### config.mk
export PLATFORM = sky130hd
export DESIGN_NAME = osct_top
export DESIGN_NICKNAME = d
export VERILOG_FILES = /design/src/include/osct_pkg.sv /design/src/logic/osct_top.sv
export SDC_FILE = /design/constraint.sdc
export NUM_CORES = 1
export LEC_CHECK = 0
export ABC_AREA = 0
export BUFFER_PORTS_ARGS = -buffer_cell sky130_fd_sc_hd__buf_2
export CAP_MARGIN = 10
export CORE_ASPECT_RATIO = 0.6
export CORE_UTILIZATION = 30
export CTS_BUF_LIST = sky130_fd_sc_hd__clkbuf_4 sky130_fd_sc_hd__clkbuf_8 sky130_fd_sc_hd__clkbuf_16
export DETAILED_ROUTE_END_ITERATION = 10
export HOLD_SLACK_MARGIN = 0.02
export PLACE_DENSITY = 0.6
export SYNTH_ARGS = -nofsm -noshare
export SYNTH_HDL_FRONTEND = slang
export SYNTH_SLANG_ARGS = --single-unit
### constraint.sdc
create_clock -name i_mclk -period 1.95 [get_ports i_mclk]
set_input_delay 0.195 -clock i_mclk [delete_from_list [all_inputs] [get_ports i_mclk]]
set_output_delay 0.195 -clock i_mclk [all_outputs]
set_load 0.05 [all_outputs]
### src/include/osct_pkg.sv
// Purpose: constants for the oscillator mode and tuning block
// Assumes: apb with 32-bit data, one word per register
// Notes: mode codes and offsets are fixed here only
package osct_pkg;

    // register byte offsets
    localparam logic [7:0] OSCT_TRIM_OFS   = 8'h00;
    localparam logic [7:0] OSCT_CTRL_OFS   = 8'h04;
    localparam logic [7:0] OSCT_MODE_OFS   = 8'h08;
    localparam logic [7:0] OSCT_STAT_OFS   = 8'h0c;

    // internal_oscillator_trim fields
    localparam int OSCT_TRIM_LSB = 0;
    localparam int OSCT_TRIM_W   = 6;
    localparam int OSCT_MULT_BIT = 6;
    localparam int OSCT_LOSRC_BIT = 7;
    localparam logic [7:0] OSCT_TRIM_RST = 8'h00;

    // control fields: clock origin and internal frequency
    localparam int OSCT_ORG_LSB  = 0;
    localparam int OSCT_IFS_LSB  = 4;
    localparam logic [1:0] OSCT_ORG_RST = 2'h0;
    localparam logic [2:0] OSCT_IFS_RST = 3'h3;

    // mode field position and reset value
    localparam int OSCT_MODE_LSB = 0;
    localparam logic [3:0] OSCT_MODE_RST = 4'h9;

    // trim range marks
    localparam logic [5:0] OSCT_TRIM_MAX = 6'h1f;
    localparam logic [5:0] OSCT_TRIM_CAL = 6'h00;
    localparam logic [5:0] OSCT_TRIM_MIN = 6'h20;

    // start-up count in oscillator edges and quarter divide
    localparam logic [10:0] OSCT_START_EDGES = 11'h400;
    localparam logic [1:0]  OSCT_QDIV_HALF = 2'h1;
    localparam logic [2:0]  OSCT_MULT_RATIO = 3'h4;

    // gain and power levels
    localparam logic [1:0] OSCT_LVL_LOW  = 2'h0;
    localparam logic [1:0] OSCT_LVL_MED  = 2'h1;
    localparam logic [1:0] OSCT_LVL_HIGH = 2'h2;
    localparam logic [1:0] OSCT_LVL_MAX  = 2'h3;

    typedef enum logic [3:0] {
        low_gain_crystal_mode,
        medium_gain_crystal_mode,
        high_speed_crystal_high_power,
        high_speed_crystal_medium_power,
        ext_clock_high_power,
        ext_clock_medium_power,
        ext_clock_low_power,
        resistor_capacitor_quarter_clock_output_mode,
        resistor_capacitor_gpio_mode,
        int_osc_gpio_mode,
        int_osc_qclk_mode
    } osct_mode_t;

    typedef enum {
        osct_st_wait,
        osct_st_count,
        osct_st_run
    } osct_st_t;

endpackage : osct_pkg

### src/logic/osct_top.sv
// Purpose: oscillator mode select, start-up counter and trim
// Assumes: inputs synchronous to i_mclk; oscillators modelled
//          as sampled levels, analog parts outside
// Notes: registers over apb, zero wait states
// Function
// external clock on pin one, pin two gpio
// external clock low, medium, high power
// external clock bypasses start-up counter
// fully static, halted clock keeps state
// crystal modes pick low, mid, high gain
// high speed crystal medium or high power
// rc clock-out mode: rc clock over four
// rc gpio: pin one rc, pin two gpio
// three internal oscillators, two trimmable
// three-bit internal frequency select field
// two-bit system clock origin select
// two internal primary modes, pin two choice
// internal primary modes release pin one
// six-bit signed trim, resets to zero
// 011111 max, 000000 cal, 100000 min
// trim applies at once, no done flag
// trim never touches low-frequency oscillator
// origin bit picks divided or low osc
// multiplier enable acts on every origin
// multiplier gives four times its input
// trim register full read/write, reset zero
//
// Implementation choices: the register addresses and the APB interface to the registers.
module osct_top
    import osct_pkg::*;
(
    // clock and reset
    input  wire logic        i_mclk,
    input  wire logic        i_rst_n,
    // apb slave
    input  wire logic        psel,
    input  wire logic        penable,
    input  wire logic        pwrite,
    input  wire logic [7:0]  paddr,
    input  wire logic [31:0] pwdata,
    output logic      [31:0] prdata,
    output logic             pready,
    output logic             pslverr,
    // oscillator sources and events
    input  wire logic        i_pin1_in,
    input  wire logic        i_int_osc,
    input  wire logic        i_wake,
    // second oscillator pin
    output logic             o_pin2_out,
    output logic             o_pin2_oe,
    output logic             o_pin2_gpio,
    // first oscillator pin
    output logic             o_pin1_gpio,
    output logic             o_pin1_clk,
    // oscillator controls
    output logic      [1:0]  o_amp_gain,
    output logic      [1:0]  o_ext_power,
    output logic      [5:0]  o_hf_trim,
    output logic      [5:0]  o_mf_trim,
    output logic             o_low_from_div,
    output logic             o_mult_en,
    output logic      [2:0]  o_mult_ratio,
    output logic      [2:0]  o_int_freq_sel,
    output logic      [1:0]  o_clk_origin,
    output logic             o_exec_ready
);

    logic        rst_s1_reg;
    logic        rst_n;
    logic [7:0]  trim_reg;
    logic [1:0]  org_reg;
    logic [2:0]  ifs_reg;
    osct_mode_t  mode_reg;
    osct_st_t    st_reg;
    osct_st_t    st_next;
    logic [10:0] start_cnt_reg;
    logic        pin1_d_reg;
    logic        int_d_reg;
    logic [1:0]  q_cnt_reg;
    logic        q_out_reg;
    logic        wr_en;
    logic        rd_en;
    logic        mapped;
    logic        is_xtal;
    logic        is_ext;
    logic        is_int;
    logic        is_qclk_out;
    logic        src_lvl;
    logic        src_d;
    logic        src_rise;
    logic        pin1_rise;

    // reset release through two flops
    always_ff @(posedge i_mclk or negedge i_rst_n) begin
        if (!i_rst_n) begin
            rst_s1_reg <= 1'b0;
            rst_n      <= 1'b0;
        end else begin
            rst_s1_reg <= 1'b1;
            rst_n      <= rst_s1_reg;
        end
    end

    // apb decode; zero wait states
    assign pready  = 1'b1;
    assign wr_en   = psel && penable && pwrite;
    assign rd_en   = psel && !pwrite;
    always_comb begin
        mapped = (paddr == OSCT_TRIM_OFS) || (paddr == OSCT_CTRL_OFS)
              || (paddr == OSCT_MODE_OFS) || (paddr == OSCT_STAT_OFS);
    end
    assign pslverr = psel && penable && !mapped;

    // trim register, all eight bits writable
    always_ff @(posedge i_mclk or negedge rst_n) begin
        if (!rst_n) begin
            trim_reg <= OSCT_TRIM_RST;
        end else if (wr_en && paddr == OSCT_TRIM_OFS) begin
            trim_reg <= pwdata[7:0];
        end
    end

    // control register: origin and internal frequency
    always_ff @(posedge i_mclk or negedge rst_n) begin
        if (!rst_n) begin
            org_reg <= OSCT_ORG_RST;
            ifs_reg <= OSCT_IFS_RST;
        end else if (wr_en && paddr == OSCT_CTRL_OFS) begin
            org_reg <= pwdata[OSCT_ORG_LSB +: 2];
            ifs_reg <= pwdata[OSCT_IFS_LSB +: 3];
        end
    end

    // mode register; unknown codes fall back to internal gpio mode
    always_ff @(posedge i_mclk or negedge rst_n) begin
        if (!rst_n) begin
            mode_reg <= osct_mode_t'(OSCT_MODE_RST);
        end else if (wr_en && paddr == OSCT_MODE_OFS) begin
            if (pwdata[OSCT_MODE_LSB +: 4] > 4'(int_osc_qclk_mode)) begin
                mode_reg <= int_osc_gpio_mode;
            end else begin
                mode_reg <= osct_mode_t'(pwdata[OSCT_MODE_LSB +: 4]);
            end
        end
    end

    // read mux; data from flops
    always_ff @(posedge i_mclk or negedge rst_n) begin
        if (!rst_n) begin
            prdata <= 32'h0000_0000;
        end else if (rd_en && !penable) begin
            case (paddr)
                OSCT_TRIM_OFS: prdata <= {24'h00_0000, trim_reg};
                OSCT_CTRL_OFS: prdata <= {25'h000_0000, ifs_reg, 2'h0, org_reg};
                OSCT_MODE_OFS: prdata <= {28'h000_0000, mode_reg};
                OSCT_STAT_OFS: prdata <= {29'h0000_0000, q_out_reg,
                                          st_reg == osct_st_count, o_exec_ready};
                default:       prdata <= 32'h0000_0000;
            endcase
        end
    end

    // mode classes
    always_comb begin
        is_xtal = (mode_reg == low_gain_crystal_mode)
               || (mode_reg == medium_gain_crystal_mode)
               || (mode_reg == high_speed_crystal_high_power)
               || (mode_reg == high_speed_crystal_medium_power);
        is_ext  = (mode_reg == ext_clock_high_power)
               || (mode_reg == ext_clock_medium_power)
               || (mode_reg == ext_clock_low_power);
        is_int  = (mode_reg == int_osc_gpio_mode)
               || (mode_reg == int_osc_qclk_mode);
        is_qclk_out = (mode_reg == resistor_capacitor_quarter_clock_output_mode)
                   || (mode_reg == int_osc_qclk_mode);
    end

    // amplifier gain and external clock power level
    always_comb begin
        o_amp_gain  = OSCT_LVL_LOW;
        o_ext_power = OSCT_LVL_LOW;
        case (mode_reg)
            low_gain_crystal_mode:    o_amp_gain  = OSCT_LVL_LOW;
            medium_gain_crystal_mode: o_amp_gain  = OSCT_LVL_MED;
            high_speed_crystal_medium_power: o_amp_gain = OSCT_LVL_HIGH;
            high_speed_crystal_high_power:   o_amp_gain = OSCT_LVL_MAX;
            ext_clock_low_power:      o_ext_power = OSCT_LVL_LOW;
            ext_clock_medium_power:   o_ext_power = OSCT_LVL_MED;
            ext_clock_high_power:     o_ext_power = OSCT_LVL_HIGH;
            default: begin
                o_amp_gain  = OSCT_LVL_LOW;
                o_ext_power = OSCT_LVL_LOW;
            end
        endcase
    end

    // pin one: clock input unless an internal primary mode
    assign o_pin1_gpio = is_int;
    assign o_pin1_clk  = is_ext || is_xtal || !is_int;

    // pin two: driven only in the two clock-out modes
    assign o_pin2_oe   = is_qclk_out;
    assign o_pin2_gpio = is_ext
                      || (mode_reg == resistor_capacitor_gpio_mode)
                      || (mode_reg == int_osc_gpio_mode);
    assign o_pin2_out  = is_qclk_out && q_out_reg;

    // edge detect of the active primary oscillator
    always_ff @(posedge i_mclk or negedge rst_n) begin
        if (!rst_n) begin
            pin1_d_reg <= 1'b0;
            int_d_reg  <= 1'b0;
        end else begin
            pin1_d_reg <= i_pin1_in;
            int_d_reg  <= i_int_osc;
        end
    end
    assign src_lvl   = is_int ? i_int_osc : i_pin1_in;
    assign src_d     = is_int ? int_d_reg : pin1_d_reg;
    assign src_rise  = src_lvl && !src_d;
    assign pin1_rise = i_pin1_in && !pin1_d_reg;

    // quarter clock: toggle every second source edge
    always_ff @(posedge i_mclk or negedge rst_n) begin
        if (!rst_n) begin
            q_cnt_reg <= 2'h0;
            q_out_reg <= 1'b0;
        end else if (src_rise) begin
            if (q_cnt_reg == OSCT_QDIV_HALF) begin
                q_cnt_reg <= 2'h0;
                q_out_reg <= !q_out_reg;
            end else begin
                q_cnt_reg <= q_cnt_reg + 2'h1;
            end
        end
    end

    // start-up: counts oscillator edges, not time, so a stopped
    // clock only stalls it and nothing is lost
    always_comb begin
        st_next = st_reg;
        case (st_reg)
            osct_st_wait: begin
                st_next = is_xtal ? osct_st_count : osct_st_run;
            end
            osct_st_count: begin
                if (!is_xtal) begin
                    st_next = osct_st_run;
                end else if (pin1_rise && start_cnt_reg == OSCT_START_EDGES - 11'h1) begin
                    st_next = osct_st_run;
                end
            end
            osct_st_run: begin
                if (i_wake) begin
                    st_next = osct_st_wait;
                end
            end
            default: st_next = osct_st_wait;
        endcase
    end

    always_ff @(posedge i_mclk or negedge rst_n) begin
        if (!rst_n) begin
            st_reg <= osct_st_wait;
        end else begin
            st_reg <= st_next;
        end
    end

    always_ff @(posedge i_mclk or negedge rst_n) begin
        if (!rst_n) begin
            start_cnt_reg <= 11'h000;
        end else if (st_reg != osct_st_count) begin
            start_cnt_reg <= 11'h000;
        end else if (pin1_rise) begin
            start_cnt_reg <= start_cnt_reg + 11'h1;
        end
    end

    assign o_exec_ready = (st_reg == osct_st_run);

    // trim feeds only the high and medium oscillators
    assign o_hf_trim      = trim_reg[OSCT_TRIM_LSB +: OSCT_TRIM_W];
    assign o_mf_trim      = trim_reg[OSCT_TRIM_LSB +: OSCT_TRIM_W];
    assign o_low_from_div = trim_reg[OSCT_LOSRC_BIT];
    // multiplier bit is honoured in every primary mode
    assign o_mult_en      = trim_reg[OSCT_MULT_BIT];
    assign o_mult_ratio   = o_mult_en ? OSCT_MULT_RATIO : 3'h1;
    assign o_int_freq_sel = ifs_reg;
    assign o_clk_origin   = org_reg;

    // checks
    chk_trim_write: assert property (@(posedge i_mclk) disable iff (!rst_n)
        wr_en && paddr == OSCT_TRIM_OFS |=> o_hf_trim == $past(pwdata[5:0])
            && o_mult_en == $past(pwdata[6]))
        else $error("trim write not applied next cycle");

    chk_low_untrimmed: assert property (@(posedge i_mclk) disable iff (!rst_n)
        !(wr_en && paddr == OSCT_TRIM_OFS) |=> $stable({o_low_from_div, o_mult_en, o_hf_trim, o_mf_trim}))
        else $error("low origin or trim changed without a write");

    chk_ext_no_delay: assert property (@(posedge i_mclk) disable iff (!rst_n)
        (is_ext && st_reg == osct_st_wait) |=> ##[0:1] o_exec_ready)
        else $error("external clock mode delayed start");

    chk_xtal_wait: assert property (@(posedge i_mclk) disable iff (!rst_n)
        is_xtal && $rose(o_exec_ready) |-> $past(start_cnt_reg) == OSCT_START_EDGES - 11'h1)
        else $error("crystal start before edge count");

    chk_pin2_gpio_mode: assert property (@(posedge i_mclk) disable iff (!rst_n)
        (is_ext || mode_reg == resistor_capacitor_gpio_mode) |-> !o_pin2_oe && o_pin2_gpio)
        else $error("pin two driven in gpio mode");

    chk_int_pin1: assert property (@(posedge i_mclk) disable iff (!rst_n)
        is_int |-> o_pin1_gpio && !o_pin1_clk)
        else $error("pin one not released in internal mode");

    chk_quarter_rate: assert property (@(posedge i_mclk) disable iff (!rst_n)
        $changed(q_out_reg) |-> $past(src_rise) && $past(q_cnt_reg) == 2'h1)
        else $error("quarter clock toggled off its edge");

    chk_gain_level: assert property (@(posedge i_mclk) disable iff (!rst_n)
        mode_reg == high_speed_crystal_high_power |-> o_amp_gain == OSCT_LVL_MAX)
        else $error("high power crystal gain wrong");

    chk_unmapped_err: assert property (@(posedge i_mclk) disable iff (!rst_n)
        psel && penable && paddr > 8'h0c |-> pslverr)
        else $error("unmapped access without error");

    // per-mode spot checks; one mode each, two clock-out modes for chk_qclk_pin, keeps them cheap to evaluate
    chk_ext_power: assert property (@(posedge i_mclk) disable iff (!rst_n)
        mode_reg == ext_clock_high_power |-> o_ext_power == OSCT_LVL_HIGH && o_amp_gain == OSCT_LVL_LOW)
        else $error("high power external clock level wrong");

    chk_xtal_gain: assert property (@(posedge i_mclk) disable iff (!rst_n)
        mode_reg == medium_gain_crystal_mode |-> o_amp_gain == OSCT_LVL_MED && o_ext_power == OSCT_LVL_LOW)
        else $error("medium crystal gain wrong");

    chk_rc_pins: assert property (@(posedge i_mclk) disable iff (!rst_n)
        mode_reg == resistor_capacitor_gpio_mode |-> o_pin1_clk && !o_pin1_gpio && o_pin2_gpio)
        else $error("rc gpio pin use wrong");

    chk_qclk_pin: assert property (@(posedge i_mclk) disable iff (!rst_n)
        is_qclk_out |-> o_pin2_oe && !o_pin2_gpio && o_pin2_out == q_out_reg)
        else $error("pin two not carrying quarter clock");

    // register path: a lost write would only show up as a wrong clock later
    chk_ctrl_write: assert property (@(posedge i_mclk) disable iff (!rst_n)
        wr_en && paddr == OSCT_CTRL_OFS |=> o_int_freq_sel == $past(pwdata[6:4])
            && o_clk_origin == $past(pwdata[1:0]))
        else $error("control write not applied next cycle");

    chk_trim_read: assert property (@(posedge i_mclk) disable iff (!rst_n)
        rd_en && !penable && paddr == OSCT_TRIM_OFS |=> prdata == {24'h00_0000, $past(trim_reg)})
        else $error("trim read data wrong");

    chk_reset_vals: assert property (@(posedge i_mclk) disable iff (!rst_n)
        $rose(rst_n) |-> trim_reg == OSCT_TRIM_RST && o_exec_ready == 1'b0)
        else $error("trim not cleared by reset");

    // start-up: wake must restart it, and a halted pin must freeze the count, never reset it
    chk_wake_restart: assert property (@(posedge i_mclk) disable iff (!rst_n)
        o_exec_ready && i_wake |=> !o_exec_ready)
        else $error("wake did not restart start-up");

    chk_count_hold: assert property (@(posedge i_mclk) disable iff (!rst_n)
        st_reg == osct_st_count && is_xtal && !pin1_rise |=> $stable(start_cnt_reg))
        else $error("start-up count moved without a pin edge");

    cov_ext_mode:  cover property (@(posedge i_mclk) is_ext && o_exec_ready);
    cov_xtal_done: cover property (@(posedge i_mclk) is_xtal && $rose(o_exec_ready));
    cov_qclk_out:  cover property (@(posedge i_mclk) is_qclk_out && $rose(o_pin2_out));
    cov_mult_on:   cover property (@(posedge i_mclk) $rose(o_mult_en));
    cov_trim_min:  cover property (@(posedge i_mclk) o_hf_trim == OSCT_TRIM_MIN);

endmodule : osct_top

==> impl_metrics.xml, run 1 <==
<?xml version="1.0" encoding="UTF-8"?>
<metrics>
  <group name="timing">
    <metric name="fin_crit" unit="ns">1.83</metric>
    <metric name="final_hold_viol_count" unit="">0</metric>
    <metric name="final.period_utilization" unit="">0.940</metric>
    <metric name="finalSetupViolCount" unit="">0</metric>
    <metric name="timing_max_transition_violations_final" unit="">0</metric>
    <metric name="postLayoutSetupSlackWorst" unit="ns">0.117</metric>
    <metric name="grt_setup_unrepaired" unit="">false</metric>
    <metric name="maxClockFrequency" unit="MHz">546</metric>
    <metric name="clock_skew" unit="ns">0.00479</metric>
    <metric name="finalHoldWorstSlack" unit="ns">0.0405</metric>
  </group>
  <group name="final_layout">
    <metric name="areaGrowthSynthToFinish" unit="%">21.4</metric>
    <metric name="antenna-diode-count" unit="">0</metric>
    <metric name="design_area" unit="um^2">2920</metric>
    <metric name="stdcell_count" unit="">390</metric>
    <metric name="postLayoutCoreUtil" unit="">0.389</metric>
    <metric name="share_of_post_route_cells_with_drive_strength_above_1" unit="">0.374</metric>
    <metric name="layout_commonest_cell" unit="">sky130_fd_sc_hd__buf_2</metric>
    <metric name="largest_register_ff_count" unit="">11</metric>
    <metric name="most_used_cells_in_the_layout_excluding_fill_and_tap_cells" unit="">sky130_fd_sc_hd__buf_2, sky130_fd_sc_hd__dfrtp_1, sky130_fd_sc_hd__conb_1, sky130_fd_sc_hd__nand2_1, sky130_fd_sc_hd__mux2_2</metric>
    <metric name="design.final.nets" unit="">334</metric>
  </group>
  <group name="routing">
    <metric name="post_drt_via_cell_ratio" unit="">4.29</metric>
    <metric name="drt_wl_total" unit="um">5090</metric>
    <metric name="detailedRoute.firstPassIterationCount" unit="">4</metric>
    <metric name="wire_per_inst" unit="um">13.0</metric>
    <metric name="detail_route.iter0.violations" unit="">67</metric>
    <metric name="drcViolationCount" unit="">0</metric>
    <metric name="vias" unit="">1674</metric>
    <metric name="antenna_violating_nets_post_route" unit="">0</metric>
  </group>
  <group name="floorplanning">
    <metric name="die_span_x" unit="um">118</metric>
    <metric name="die_area" unit="um^2">8390</metric>
    <metric name="boundaryPins" unit="">114</metric>
    <metric name="fp.dieH" unit="um">71.4</metric>
    <metric name="placeableCoreArea" unit="um^2">7510</metric>
    <metric name="row_count" unit="">24</metric>
    <metric name="starting_density_of_the_core" unit="">0.321</metric>
  </group>
  <group name="worst_setup_path">
    <metric name="worst_setup_path_end_kind" unit="">output pin</metric>
    <metric name="worst-path-max-fanout" unit="">7</metric>
    <metric name="arrival" unit="ns">1.64</metric>
    <metric name="ff2ff_setup_slack" unit="ns">0.32</metric>
    <metric name="critPathKind" unit="">reg2out</metric>
    <metric name="worstReg2RegEnd" unit="">q_cnt_reg[0]$_DFFE_PN0P_</metric>
    <metric name="critical_path.endpoint" unit="">o_pin2_out</metric>
    <metric name="r2r.worst_path.cells" unit="">4</metric>
    <metric name="worstSetupStartpoint" unit="">mode_reg[3]$_DFFE_PN1P_</metric>
    <metric name="data_required_time_at_the_worst_endpoint" unit="ns">1.75</metric>
    <metric name="crit-reg2reg-launch" unit="">mode_reg[0]$_DFFE_PN1P_</metric>
    <metric name="worstSetupStartpointType" unit="">flop</metric>
  </group>
  <group name="clocking">
    <metric name="cts_tree" unit="">done</metric>
    <metric name="root_buffer" unit="">sky130_fd_sc_hd__clkbuf_16</metric>
    <metric name="tritoncts_num_sinks" unit="">45</metric>
    <metric name="clock_latency" unit="ns">0.29</metric>
    <metric name="cts_buffer_depth" unit="">2</metric>
    <metric name="tritoncts.num_buffers" unit="">5</metric>
    <metric name="htree_levels" unit="">2</metric>
    <metric name="post_cts.repair.setup_buffers" unit="">0</metric>
    <metric name="cts.clk_slew.worst_paths" unit="ns">0.06</metric>
  </group>
  <group name="min_path">
    <metric name="min_from" unit="">i_pin1_in</metric>
    <metric name="worst_hold_path_type" unit="">in2reg</metric>
  </group>
  <group name="synth">
    <metric name="compound_gate_fraction_of_synth_area" unit="">0.0588</metric>
    <metric name="ff_latch_count_synth" unit="">45</metric>
    <metric name="synth-edff-count" unit="">0</metric>
    <metric name="synth.yosys.warnings" unit="">0</metric>
    <metric name="synthDistinctLibCells" unit="">42</metric>
    <metric name="post_synthesis_adder_cell_area_fraction" unit="">0.00520</metric>
    <metric name="synthXorXnorAreaFrac" unit="">0.0437</metric>
    <metric name="syn_area" unit="um^2">2410</metric>
    <metric name="dominant_combinational_cell_family_by_area_after_synthesis" unit="">simple AND/OR/NAND/NOR gates</metric>
    <metric name="syn_inst" unit="">224</metric>
    <metric name="yosysSeqAreaShare" unit="">0.470</metric>
    <metric name="share_of_synthesized_cell_area_in_and_or_nand_and_nor_gates" unit="">0.167</metric>
    <metric name="async_sr_flop_fraction" unit="">1.00</metric>
    <metric name="synth.avg_cell_area" unit="um^2">10.7</metric>
    <metric name="synthMuxAreaShare" unit="">0.122</metric>
    <metric name="synthFlopType" unit="">sky130_fd_sc_hd__dfrtp_1</metric>
  </group>
  <group name="grt">
    <metric name="grt_max_degree" unit="">29</metric>
    <metric name="grt.overflow.total" unit="">0</metric>
    <metric name="grt_first_pass_wirelength" unit="um">8240</metric>
    <metric name="grt_antenna_before_repair" unit="">0</metric>
    <metric name="number_of_global_route_vias_before_repair" unit="">1578</metric>
    <metric name="grt_util_all_layers" unit="">0.127</metric>
  </group>
  <group name="job">
    <metric name="max_cap_violations" unit="">0</metric>
  </group>
  <group name="power_and_ir_drop">
    <metric name="total_leakage_power" unit="nW">1.47</metric>
    <metric name="total_power_divided_by_cell_area" unit="nW/um^2">889</metric>
    <metric name="combinationalPowerShare" unit="">0.192</metric>
    <metric name="power_switching_share" unit="">0.301</metric>
    <metric name="power_switching" unit="mW">0.781</metric>
    <metric name="clock_power_share" unit="">0.382</metric>
    <metric name="sequentialPowerShare" unit="">0.425</metric>
    <metric name="internal_power" unit="mW">1.81</metric>
    <metric name="vdd_drop_max" unit="uV">427</metric>
  </group>
  <group name="place">
    <metric name="placed_cells_incl_taps" unit="">380</metric>
    <metric name="post-dp-hpwl" unit="um">3910</metric>
    <metric name="detailed_place.area" unit="um^2">2720</metric>
    <metric name="pre_cts_ws" unit="ns">0.285</metric>
    <metric name="number_of_input_and_output_port_buffers_inserted" unit="">63</metric>
    <metric name="gpl.final_weighted_congestion" unit="">0.776</metric>
  </group>
  <group name="run_status">
    <metric name="outcome" unit="">finished clean</metric>
  </group>
</metrics>
-- metrics by stage --
stage                     power [mW]   TNS, ns
after detailed placement        1.62         0
final                           2.59         0
after global routing            2.73         0
after floorplan                 1.52  -0.00436
after CTS                       2.63         0
after global placement          1.62         0
-- Yosys cell counts (5+ instances only) --
library cell              instances  area [um^2]
sky130_fd_sc_hd__nand4_1          5         31.3
sky130_fd_sc_hd__o21ai_0          9         45.0
sky130_fd_sc_hd__mux2_2          15          169
sky130_fd_sc_hd__nor3_1           5         25.0
sky130_fd_sc_hd__dfrtp_1         41         1030
sky130_fd_sc_hd__buf_2            6         30.0
sky130_fd_sc_hd__nand2_1         15         56.3
sky130_fd_sc_hd__inv_1            7         26.3
sky130_fd_sc_hd__mux2i_1          8         80.1
sky130_fd_sc_hd__xor2_1           5         43.8
sky130_fd_sc_hd__buf_4           33          248
sky130_fd_sc_hd__xnor2_1          7         61.3
sky130_fd_sc_hd__nor2_1          12         45.0
-- worst min path at each step --
stage / cells after the start / slack, ns / endpoint
floorplan: 0 / -0.10 / rst_n$_DFF_PN0_
global placement: 1 / -0.02 / rst_s1_reg$_DFF_PN0_
detailed placement: 1 / -0.02 / rst_s1_reg$_DFF_PN0_
CTS: 1 / 0.02 / int_d_reg$_DFF_PN0_
global route: 1 / 0.03 / pin1_d_reg$_DFF_PN0_
finish: 1 / 0.04 / pin1_d_reg$_DFF_PN0_
-- power by group through the flow --
stage	clock network, mW	registers [mW]	logic, mW
global placement	0	1.12	0.496
global route	1.06	1.12	0.551
detailed placement	0	1.12	0.496
finish	0.992	1.10	0.499
floorplan	0	1.12	0.402
CTS	1.02	1.10	0.501
-- metal layers --
layer / GRT usage / share of wire / wire [um] / vias to the layer above
li1: - / - / - / 829
met1: 0.197 / 0.55 / 2810 / 789
met2: 0.168 / 0.38 / 1940 / 49
met3: 0.0350 / 0.057 / 289 / 7
met4: 0.0385 / 0.010 / 53 / 0
met5: 0 / 0 / 0 / -
-- logic make-up (layout without fill, tap and decap cells) --
group	after synthesis	after routing
buffers and inverters	48	85
other	2	27
and+or+nand+nor	69	69
DFF	45	45
muxes	25	25
xor gates and xnor gates	12	12
adders and majority gates	1	1
AOI/OAI and AO/OA	22	22
-- worst max-delay path: stages, from the launching register on --
cell,delay (ns)
sky130_fd_sc_hd__dfstp_2,0.60
sky130_fd_sc_hd__nand2b_1,0.12
sky130_fd_sc_hd__mux2i_1,0.17
sky130_fd_sc_hd__and3_1,0.19
sky130_fd_sc_hd__buf_2,0.27
-- timing repair --
item	CTS	global route
gates resized for setup	0	1
hold buffers	1	1
hold endpoints to repair	2	1
endpoints found under the setup margin	0	1
-- final cells by class --
cell class | instances | area (um^2)
timing repair buffer | 70 | 385
clock buffer | 6 | 139
inverter | 7 | 26.3
tap | 104 | 130
sequential | 45 | 1130
multi-input combinational | 156 | 1070
fill | 773 | 4590
clock inverter | 2 | 37.5
(Power assumes the default switching activity.)
==> run 2, diff against run 1 <==
--- a/config.mk
+++ b/config.mk
@@ -13,7 +13,7 @@
 export CTS_BUF_LIST = sky130_fd_sc_hd__clkbuf_4 sky130_fd_sc_hd__clkbuf_8 sky130_fd_sc_hd__clkbuf_16
 export DETAILED_ROUTE_END_ITERATION = 10
 export HOLD_SLACK_MARGIN = 0.02
-export PLACE_DENSITY = 0.6
+export PLACE_DENSITY = 0.67
 export SYNTH_ARGS = -nofsm -noshare
 export SYNTH_HDL_FRONTEND = slang
 export SYNTH_SLANG_ARGS = --single-unit
==> impl_metrics.xml, run 2 (synthesis results as in run 1) <==
<?xml version="1.0" encoding="UTF-8"?>
<metrics>
  <group name="clocking">
    <metric name="root_buffer" unit="">sky130_fd_sc_hd__clkbuf_16</metric>
    <metric name="cts-resized-gates" unit="">0</metric>
    <metric name="post_cts.repair.setup_buffers" unit="">0</metric>
    <metric name="cts_buffer_depth" unit="">2</metric>
    <metric name="tritoncts.num_buffers" unit="">5</metric>
    <metric name="cts_tree" unit="">done</metric>
    <metric name="htree_levels" unit="">2</metric>
    <metric name="tritoncts_num_sinks" unit="">45</metric>
    <metric name="cts.clk_slew.worst_paths" unit="ns">0.06</metric>
    <metric name="clock_latency" unit="ns">0.29</metric>
  </group>
  <group name="worst_setup_path">
    <metric name="worstSetupStartpointType" unit="">flop</metric>
    <metric name="data_required_time_at_the_worst_endpoint" unit="ns">1.75</metric>
    <metric name="worst-path-max-fanout" unit="">7</metric>
    <metric name="timing.critical_path.slowest_stage_cell" unit="">sky130_fd_sc_hd__dfstp_2</metric>
    <metric name="max_stage_delay" unit="ns">0.61</metric>
    <metric name="critical_path_cell_by_cell" unit="">nand2b_1, mux2i_1, and3_1, buf_2</metric>
    <metric name="arrival" unit="ns">1.64</metric>
    <metric name="critPathKind" unit="">reg2out</metric>
    <metric name="worst_setup_path_end_kind" unit="">output pin</metric>
  </group>
  <group name="timing">
    <metric name="final_hold_viol_count" unit="">0</metric>
    <metric name="timing_max_transition_violations_final" unit="">0</metric>
    <metric name="finalSetupViolCount" unit="">0</metric>
    <metric name="final.period_utilization" unit="">0.943</metric>
    <metric name="worst_slew_pin_slew" unit="ns">0.545</metric>
    <metric name="clock_skew" unit="ns">0.00474</metric>
    <metric name="relative_slew_margins" unit="">0.636</metric>
    <metric name="fin_crit" unit="ns">1.84</metric>
    <metric name="maxClockFrequency" unit="MHz">544</metric>
    <metric name="postLayoutSetupSlackWorst" unit="ns">0.111</metric>
    <metric name="grt_setup_unrepaired" unit="">false</metric>
  </group>
  <group name="power_and_ir_drop">
    <metric name="internal_power" unit="mW">1.69</metric>
    <metric name="sequentialPowerShare" unit="">0.446</metric>
    <metric name="total_leakage_power" unit="nW">1.45</metric>
    <metric name="clock_power_share" unit="">0.350</metric>
    <metric name="combinationalPowerShare" unit="">0.204</metric>
    <metric name="total_power_divided_by_cell_area" unit="nW/um^2">862</metric>
    <metric name="total_power" unit="mW">2.47</metric>
    <metric name="power_switching_share" unit="">0.315</metric>
    <metric name="power_switching" unit="mW">0.776</metric>
    <metric name="vdd_drop_max" unit="uV">326</metric>
  </group>
  <group name="final_layout">
    <metric name="layout_commonest_cell" unit="">sky130_fd_sc_hd__buf_2</metric>
    <metric name="most_used_cells_in_the_layout_excluding_fill_and_tap_cells" unit="">sky130_fd_sc_hd__buf_2, sky130_fd_sc_hd__dfrtp_1, sky130_fd_sc_hd__conb_1, sky130_fd_sc_hd__nand2_1, sky130_fd_sc_hd__mux2_2</metric>
    <metric name="areaGrowthSynthToFinish" unit="%">18.8</metric>
    <metric name="largest_register_ff_count" unit="">11</metric>
    <metric name="design_area" unit="um^2">2860</metric>
    <metric name="design.final.nets" unit="">332</metric>
    <metric name="share_of_post_route_cells_with_drive_strength_above_1" unit="">0.370</metric>
    <metric name="antenna-diode-count" unit="">0</metric>
    <metric name="stdcell_count" unit="">388</metric>
  </group>
  <group name="grt">
    <metric name="grt_antenna_before_repair" unit="">0</metric>
    <metric name="grt_util_all_layers" unit="">0.131</metric>
    <metric name="grt_first_pass_wirelength" unit="um">8470</metric>
    <metric name="grt_max_degree" unit="">44</metric>
    <metric name="number_of_global_route_vias_before_repair" unit="">1621</metric>
    <metric name="grt.overflow.total" unit="">0</metric>
  </group>
  <group name="place">
    <metric name="pre_cts_ws" unit="ns">0.284</metric>
    <metric name="number_of_input_and_output_port_buffers_inserted" unit="">63</metric>
    <metric name="post-dp-hpwl" unit="um">4080</metric>
    <metric name="detailed_place.area" unit="um^2">2700</metric>
    <metric name="placed_cells_incl_taps" unit="">379</metric>
    <metric name="gpl.final_weighted_congestion" unit="">0.786</metric>
  </group>
  <group name="floorplanning">
    <metric name="placeableCoreArea" unit="um^2">7510</metric>
    <metric name="starting_density_of_the_core" unit="">0.321</metric>
    <metric name="die_span_x" unit="um">118</metric>
    <metric name="row_count" unit="">24</metric>
    <metric name="fp.dieH" unit="um">71.4</metric>
    <metric name="boundaryPins" unit="">114</metric>
    <metric name="die_area" unit="um^2">8390</metric>
  </group>
  <group name="job">
    <metric name="max_cap_violations" unit="">0</metric>
  </group>
  <group name="routing">
    <metric name="detail_route.iter0.violations" unit="">65</metric>
    <metric name="detailedRoute.firstPassIterationCount" unit="">4</metric>
    <metric name="wire_per_inst" unit="um">13.6</metric>
    <metric name="drt_wl_total" unit="um">5270</metric>
    <metric name="drcViolationCount" unit="">0</metric>
    <metric name="vias" unit="">1707</metric>
    <metric name="antenna_violating_nets_post_route" unit="">0</metric>
    <metric name="post_drt_via_cell_ratio" unit="">4.40</metric>
  </group>
  <group name="run_status">
    <metric name="outcome" unit="">finished clean</metric>
  </group>
  <group name="min_path">
    <metric name="worst_hold_path_type" unit="">in2reg</metric>
  </group>
</metrics>
run 2: changes by cell type in the layout (fill, tap and decap cells not counted):
cell / previous run / this run
sky130_fd_sc_hd__nand2b_2: 1 / 0
sky130_fd_sc_hd__buf_12: 1 / 0
sky130_fd_sc_hd__clkinvlp_4: 1 / 0
sky130_fd_sc_hd__bufinv_16: 1 / 0
sky130_fd_sc_hd__dlygate4sd3_1: 2 / 1
sky130_fd_sc_hd__clkbuf_8: 1 / 0
sky130_fd_sc_hd__nand2b_1: 3 / 4
sky130_fd_sc_hd__clkbuf_4: 0 / 3
run 2: power groups by stage:
stage | clock network (mW) | logic [mW] | registers [mW]
after CTS | 0.871 | 0.509 | 1.10
after detailed placement | 0 | 0.507 | 1.12
after global placement | 0 | 0.495 | 1.11
final | 0.863 | 0.503 | 1.10
after global routing | 0.912 | 0.552 | 1.11
after floorplan | 0 | 0.402 | 1.12
run 2: worst paths after layout:
path / slack [ns] / end / depth (start not counted) / from
setup / recovery: 0.11 / o_pin2_out / 4 / mode_reg[3]$_DFFE_PN1P_
hold / removal: 0.02 / int_d_reg$_DFF_PN0_ / 1 / i_int_osc
setup reg to reg: 0.35 / q_cnt_reg[0]$_DFFE_PN0P_ / 4 / mode_reg[0]$_DFFE_PN1P_
hold reg to reg: 0.33 / int_d_reg$_DFF_PN0_ / 1 / rst_n$_DFF_PN0_
max in group asynchronous: 1.24 / o_int_freq_sel[0]$_DFFE_PN1P_ / 1 / rst_n$_DFF_PN0_
min in group asynchronous: 0.21 / rst_s1_reg$_DFF_PN0_ / 2 / i_rst_n
run 2: per-layer routing:
layer | global-route usage | share of wire | vias to the layer above
met5 | 0 | 0 | -
met4 | 0.0584 | 0.015 | 0
met3 | 0.0318 | 0.032 | 8
met2 | 0.186 | 0.42 | 40
met1 | 0.189 | 0.53 | 829
li1 | - | - | 830
run 2: layout make-up:
| cell class | count | area [um^2] |
|---|---|---|
| Inverter | 7 | 26.3 |
| Timing Repair Buffer | 68 | 355 |
| Multi-Input combinational cell | 156 | 1070 |
| Tap cell | 104 | 130 |
| Clock buffer | 8 | 148 |
| Sequential cell | 45 | 1130 |
| Fill cell | 788 | 4650 |
run 2: critical path, delay by kind of cell, from the launching register on:
| kind | cells | cell delay (ns) |
|---|---|---|
| multiplexers | 1 | 0.12 |
| AND/OR/NAND/NOR | 2 | 0.43 |
| flip-flops | 1 | 0.61 |
| buffers and inverters | 1 | 0.20 |
run 2: timing repair:
action	CTS	global route
hold endpoints to repair	2	0
endpoints found under the setup margin	0	0
hold buffers	1	0
run 2: metrics by stage:
stage / hold slack [ns] / TNS [ns] / utilization
2_1_floorplan: -0.101 / -0.00436 / -
3_3_place_gp: -0.0183 / 0 / 0.360
3_5_place_dp: -0.0172 / 0 / 0.360
4_1_cts: 0.0221 / 0 / 0.381
5_1_grt: 0.0256 / 0 / 0.381
6_report: 0.0242 / 0 / 0.381
==> run 3, diff against run 2 <==
--- a/config.mk
+++ b/config.mk
@@ -8,12 +8,14 @@
 export ABC_AREA = 0
 export BUFFER_PORTS_ARGS = -buffer_cell sky130_fd_sc_hd__buf_2
 export CAP_MARGIN = 10
+export CELL_PAD_IN_SITES_DETAIL_PLACEMENT = 0
+export CELL_PAD_IN_SITES_GLOBAL_PLACEMENT = 1
 export CORE_ASPECT_RATIO = 0.6
 export CORE_UTILIZATION = 30
 export CTS_BUF_LIST = sky130_fd_sc_hd__clkbuf_4 sky130_fd_sc_hd__clkbuf_8 sky130_fd_sc_hd__clkbuf_16
 export DETAILED_ROUTE_END_ITERATION = 10
 export HOLD_SLACK_MARGIN = 0.02
-export PLACE_DENSITY = 0.67
+export PLACE_DENSITY_LB_ADDON = 0.05
 export SYNTH_ARGS = -nofsm -noshare
 export SYNTH_HDL_FRONTEND = slang
 export SYNTH_SLANG_ARGS = --single-unit
==> impl_metrics.xml, run 3 (synthesis results as in run 1) <==
<?xml version="1.0" encoding="UTF-8"?>
<metrics>
  <group name="place">
    <metric name="number_of_input_and_output_port_buffers_inserted" unit="">63</metric>
    <metric name="post-dp-hpwl" unit="um">4200</metric>
    <metric name="gpl.final_weighted_congestion" unit="">0.684</metric>
    <metric name="placed_cells_incl_taps" unit="">380</metric>
    <metric name="detailed_place.area" unit="um^2">2720</metric>
  </group>
  <group name="worst_setup_path">
    <metric name="timing.critical_path.slowest_stage_cell" unit="">sky130_fd_sc_hd__dfstp_2</metric>
    <metric name="worst_setup_path_end_kind" unit="">output pin</metric>
    <metric name="crit_path_buf_inv_count" unit="">1</metric>
    <metric name="data_required_time_at_the_worst_endpoint" unit="ns">1.75</metric>
    <metric name="ff2ff_setup_slack" unit="ns">0.32</metric>
    <metric name="r2r.worst_path.cells" unit="">4</metric>
    <metric name="critPathTopFamily" unit="">flip-flops</metric>
    <metric name="path_depth" unit="">4</metric>
    <metric name="crit-reg2reg-launch" unit="">mode_reg[0]$_DFFE_PN1P_</metric>
    <metric name="worstSetupStartpointType" unit="">flop</metric>
    <metric name="worstReg2RegEnd" unit="">q_cnt_reg[1]$_DFFE_PN0P_</metric>
    <metric name="max_stage_delay" unit="ns">0.60</metric>
    <metric name="critPathKind" unit="">reg2out</metric>
    <metric name="critical_path_cell_by_cell" unit="">nand2b_1, mux2i_1, and3_1, buf_2</metric>
    <metric name="arrival" unit="ns">1.62</metric>
    <metric name="worst-path-max-fanout" unit="">7</metric>
  </group>
  <group name="routing">
    <metric name="antenna_violating_nets_post_route" unit="">0</metric>
    <metric name="vias" unit="">1693</metric>
    <metric name="drcViolationCount" unit="">0</metric>
    <metric name="detailedRoute.firstPassIterationCount" unit="">4</metric>
    <metric name="drt_wl_total" unit="um">5630</metric>
    <metric name="post_drt_via_cell_ratio" unit="">4.34</metric>
    <metric name="wire_per_inst" unit="um">14.4</metric>
    <metric name="detail_route.iter0.violations" unit="">62</metric>
  </group>
  <group name="timing">
    <metric name="total_neg_setup_slack" unit="ns">0</metric>
    <metric name="final.period_utilization" unit="">0.930</metric>
    <metric name="timing_max_transition_violations_final" unit="">0</metric>
    <metric name="grt_setup_unrepaired" unit="">false</metric>
    <metric name="clock_skew" unit="ns">0.00376</metric>
    <metric name="final_hold_viol_count" unit="">0</metric>
    <metric name="maxClockFrequency" unit="MHz">551</metric>
    <metric name="relative_slew_margins" unit="">0.650</metric>
    <metric name="worst_slew_pin_slew" unit="ns">0.525</metric>
    <metric name="finalSetupViolCount" unit="">0</metric>
    <metric name="fin_crit" unit="ns">1.81</metric>
  </group>
  <group name="min_path">
    <metric name="whs_endpoint" unit="">pin1_d_reg$_DFF_PN0_</metric>
    <metric name="hold_depth" unit="">1</metric>
    <metric name="min_from" unit="">i_pin1_in</metric>
    <metric name="worst_hold_path_type" unit="">in2reg</metric>
  </group>
  <group name="power_and_ir_drop">
    <metric name="total_leakage_power" unit="nW">1.46</metric>
    <metric name="total_power" unit="mW">2.61</metric>
    <metric name="total_power_divided_by_cell_area" unit="nW/um^2">894</metric>
    <metric name="vdd_drop_max" unit="uV">350</metric>
  </group>
  <group name="clocking">
    <metric name="cts_tree" unit="">done</metric>
    <metric name="cts_buffer_depth" unit="">2</metric>
    <metric name="cts.clk_slew.worst_paths" unit="ns">0.07</metric>
    <metric name="tritoncts.num_buffers" unit="">5</metric>
    <metric name="tritoncts_num_sinks" unit="">45</metric>
    <metric name="htree_levels" unit="">2</metric>
    <metric name="root_buffer" unit="">sky130_fd_sc_hd__clkbuf_16</metric>
    <metric name="post_cts.repair.setup_buffers" unit="">0</metric>
    <metric name="clock_latency" unit="ns">0.29</metric>
  </group>
  <group name="floorplanning">
    <metric name="die_area" unit="um^2">8390</metric>
    <metric name="boundaryPins" unit="">114</metric>
    <metric name="placeableCoreArea" unit="um^2">7510</metric>
    <metric name="fp.dieH" unit="um">71.4</metric>
    <metric name="die_span_x" unit="um">118</metric>
    <metric name="starting_density_of_the_core" unit="">0.321</metric>
    <metric name="row_count" unit="">24</metric>
  </group>
  <group name="grt">
    <metric name="grt_max_degree" unit="">41</metric>
    <metric name="grt_antenna_before_repair" unit="">0</metric>
    <metric name="number_of_global_route_vias_before_repair" unit="">1599</metric>
    <metric name="grt_first_pass_wirelength" unit="um">9240</metric>
    <metric name="grt.overflow.total" unit="">0</metric>
    <metric name="grt_util_all_layers" unit="">0.146</metric>
  </group>
  <group name="run_status">
    <metric name="outcome" unit="">finished clean</metric>
  </group>
  <group name="final_layout">
    <metric name="postLayoutCoreUtil" unit="">0.388</metric>
    <metric name="antenna-diode-count" unit="">0</metric>
    <metric name="largest_register_ff_count" unit="">11</metric>
    <metric name="areaGrowthSynthToFinish" unit="%">21.2</metric>
    <metric name="share_of_post_route_cells_with_drive_strength_above_1" unit="">0.374</metric>
    <metric name="design_area" unit="um^2">2920</metric>
    <metric name="stdcell_count" unit="">390</metric>
    <metric name="most_used_cells_in_the_layout_excluding_fill_and_tap_cells" unit="">sky130_fd_sc_hd__buf_2, sky130_fd_sc_hd__dfrtp_1, sky130_fd_sc_hd__conb_1, sky130_fd_sc_hd__nand2_1, sky130_fd_sc_hd__mux2_2</metric>
    <metric name="layout_commonest_cell" unit="">sky130_fd_sc_hd__buf_2</metric>
    <metric name="design.final.nets" unit="">334</metric>
  </group>
  <group name="job">
    <metric name="max_cap_violations" unit="">0</metric>
  </group>
</metrics>
==> run 3: cell count changes in the layout (fill, tap and decap cells not counted), sizes merged <==
cell	before	now
dlygate4sd3	1	2
clkbuf	8	5
buf	67	68
bufinv	0	1
clkinvlp	0	1
clkinv	0	1
==> run 3: worst register-to-register path: stages (launching register included) <==
cell	delay, ns
sky130_fd_sc_hd__dfstp_2	0.61
sky130_fd_sc_hd__xnor2_1	0.13
sky130_fd_sc_hd__nor2_2	0.23
sky130_fd_sc_hd__mux2_2	0.38
sky130_fd_sc_hd__a21boi_0	0.18
==> run 3: how the worst max path moves through the flow <==
| stage | start | to | slack (ns) |
|---|---|---|---|
| final | mode_reg[3]$_DFFE_PN1P_ | o_pin2_out | 0.14 |
| after global placement | paddr[1] | o_int_freq_sel[2]$_DFFE_PN0P_ | 0.31 |
| after detailed placement | paddr[1] | o_clk_origin[1]$_DFFE_PN0P_ | 0.29 |
| after floorplan | mode_reg[0]$_DFFE_PN1P_ | q_cnt_reg[0]$_DFFE_PN0P_ | -0.004 |
| after global routing | mode_reg[3]$_DFFE_PN1P_ | o_pin2_out | 0.0006 |
| after CTS | mode_reg[3]$_DFFE_PN1P_ | o_pin2_out | 0.07 |
==> run 3: repair_timing <==
action	in CTS	in global routing
gates resized for setup	0	1
endpoints found under the setup margin	0	1
endpoints found under the hold margin	3	0
hold buffers	2	0
==> run 3: where the power goes <==
group | leakage (nW) | internal, mW | switching, mW | total (mW)
logic | 0.793 | 0.158 | 0.357 | 0.514
clock network | 0.0800 | 0.607 | 0.380 | 0.987
registers | 0.591 | 1.02 | 0.0877 | 1.11
total | 1.46 | 1.78 | 0.824 | 2.61
==> run 3: area by class of cell <==
type | instances | area [um^2]
Tap cell | 104 | 130
Clock inverter | 3 | 46.3
Clock buffer | 5 | 125
Fill cell | 767 | 4590
Inverter | 7 | 26.3
Timing Repair Buffer | 70 | 385
Sequential cell | 45 | 1130
Multi-Input combinational cell | 156 | 1070
==> run 3: per-layer routing <==
| layer | up-vias | part of all wire | global-route usage |
|---|---|---|---|
| li1 | 834 | - | - |
| met1 | 802 | 0.54 | 0.226 |
| met2 | 50 | 0.40 | 0.187 |
| met3 | 7 | 0.048 | 0.0438 |
| met4 | 0 | 0.013 | 0.0513 |
| met5 | - | 0 | 0 |
==> run 3: metrics by stage <==
| stage | hold slack [ns] | worst slack, ns |
|---|---|---|
| floorplan | -0.101 | -0.00436 |
| global placement | -0.0154 | 0.306 |
| detailed placement | -0.0165 | 0.290 |
| CTS | 0.0241 | 0.0746 |
| global route | 0.0311 | 0.000583 |
| finish | 0.0318 | 0.136 |
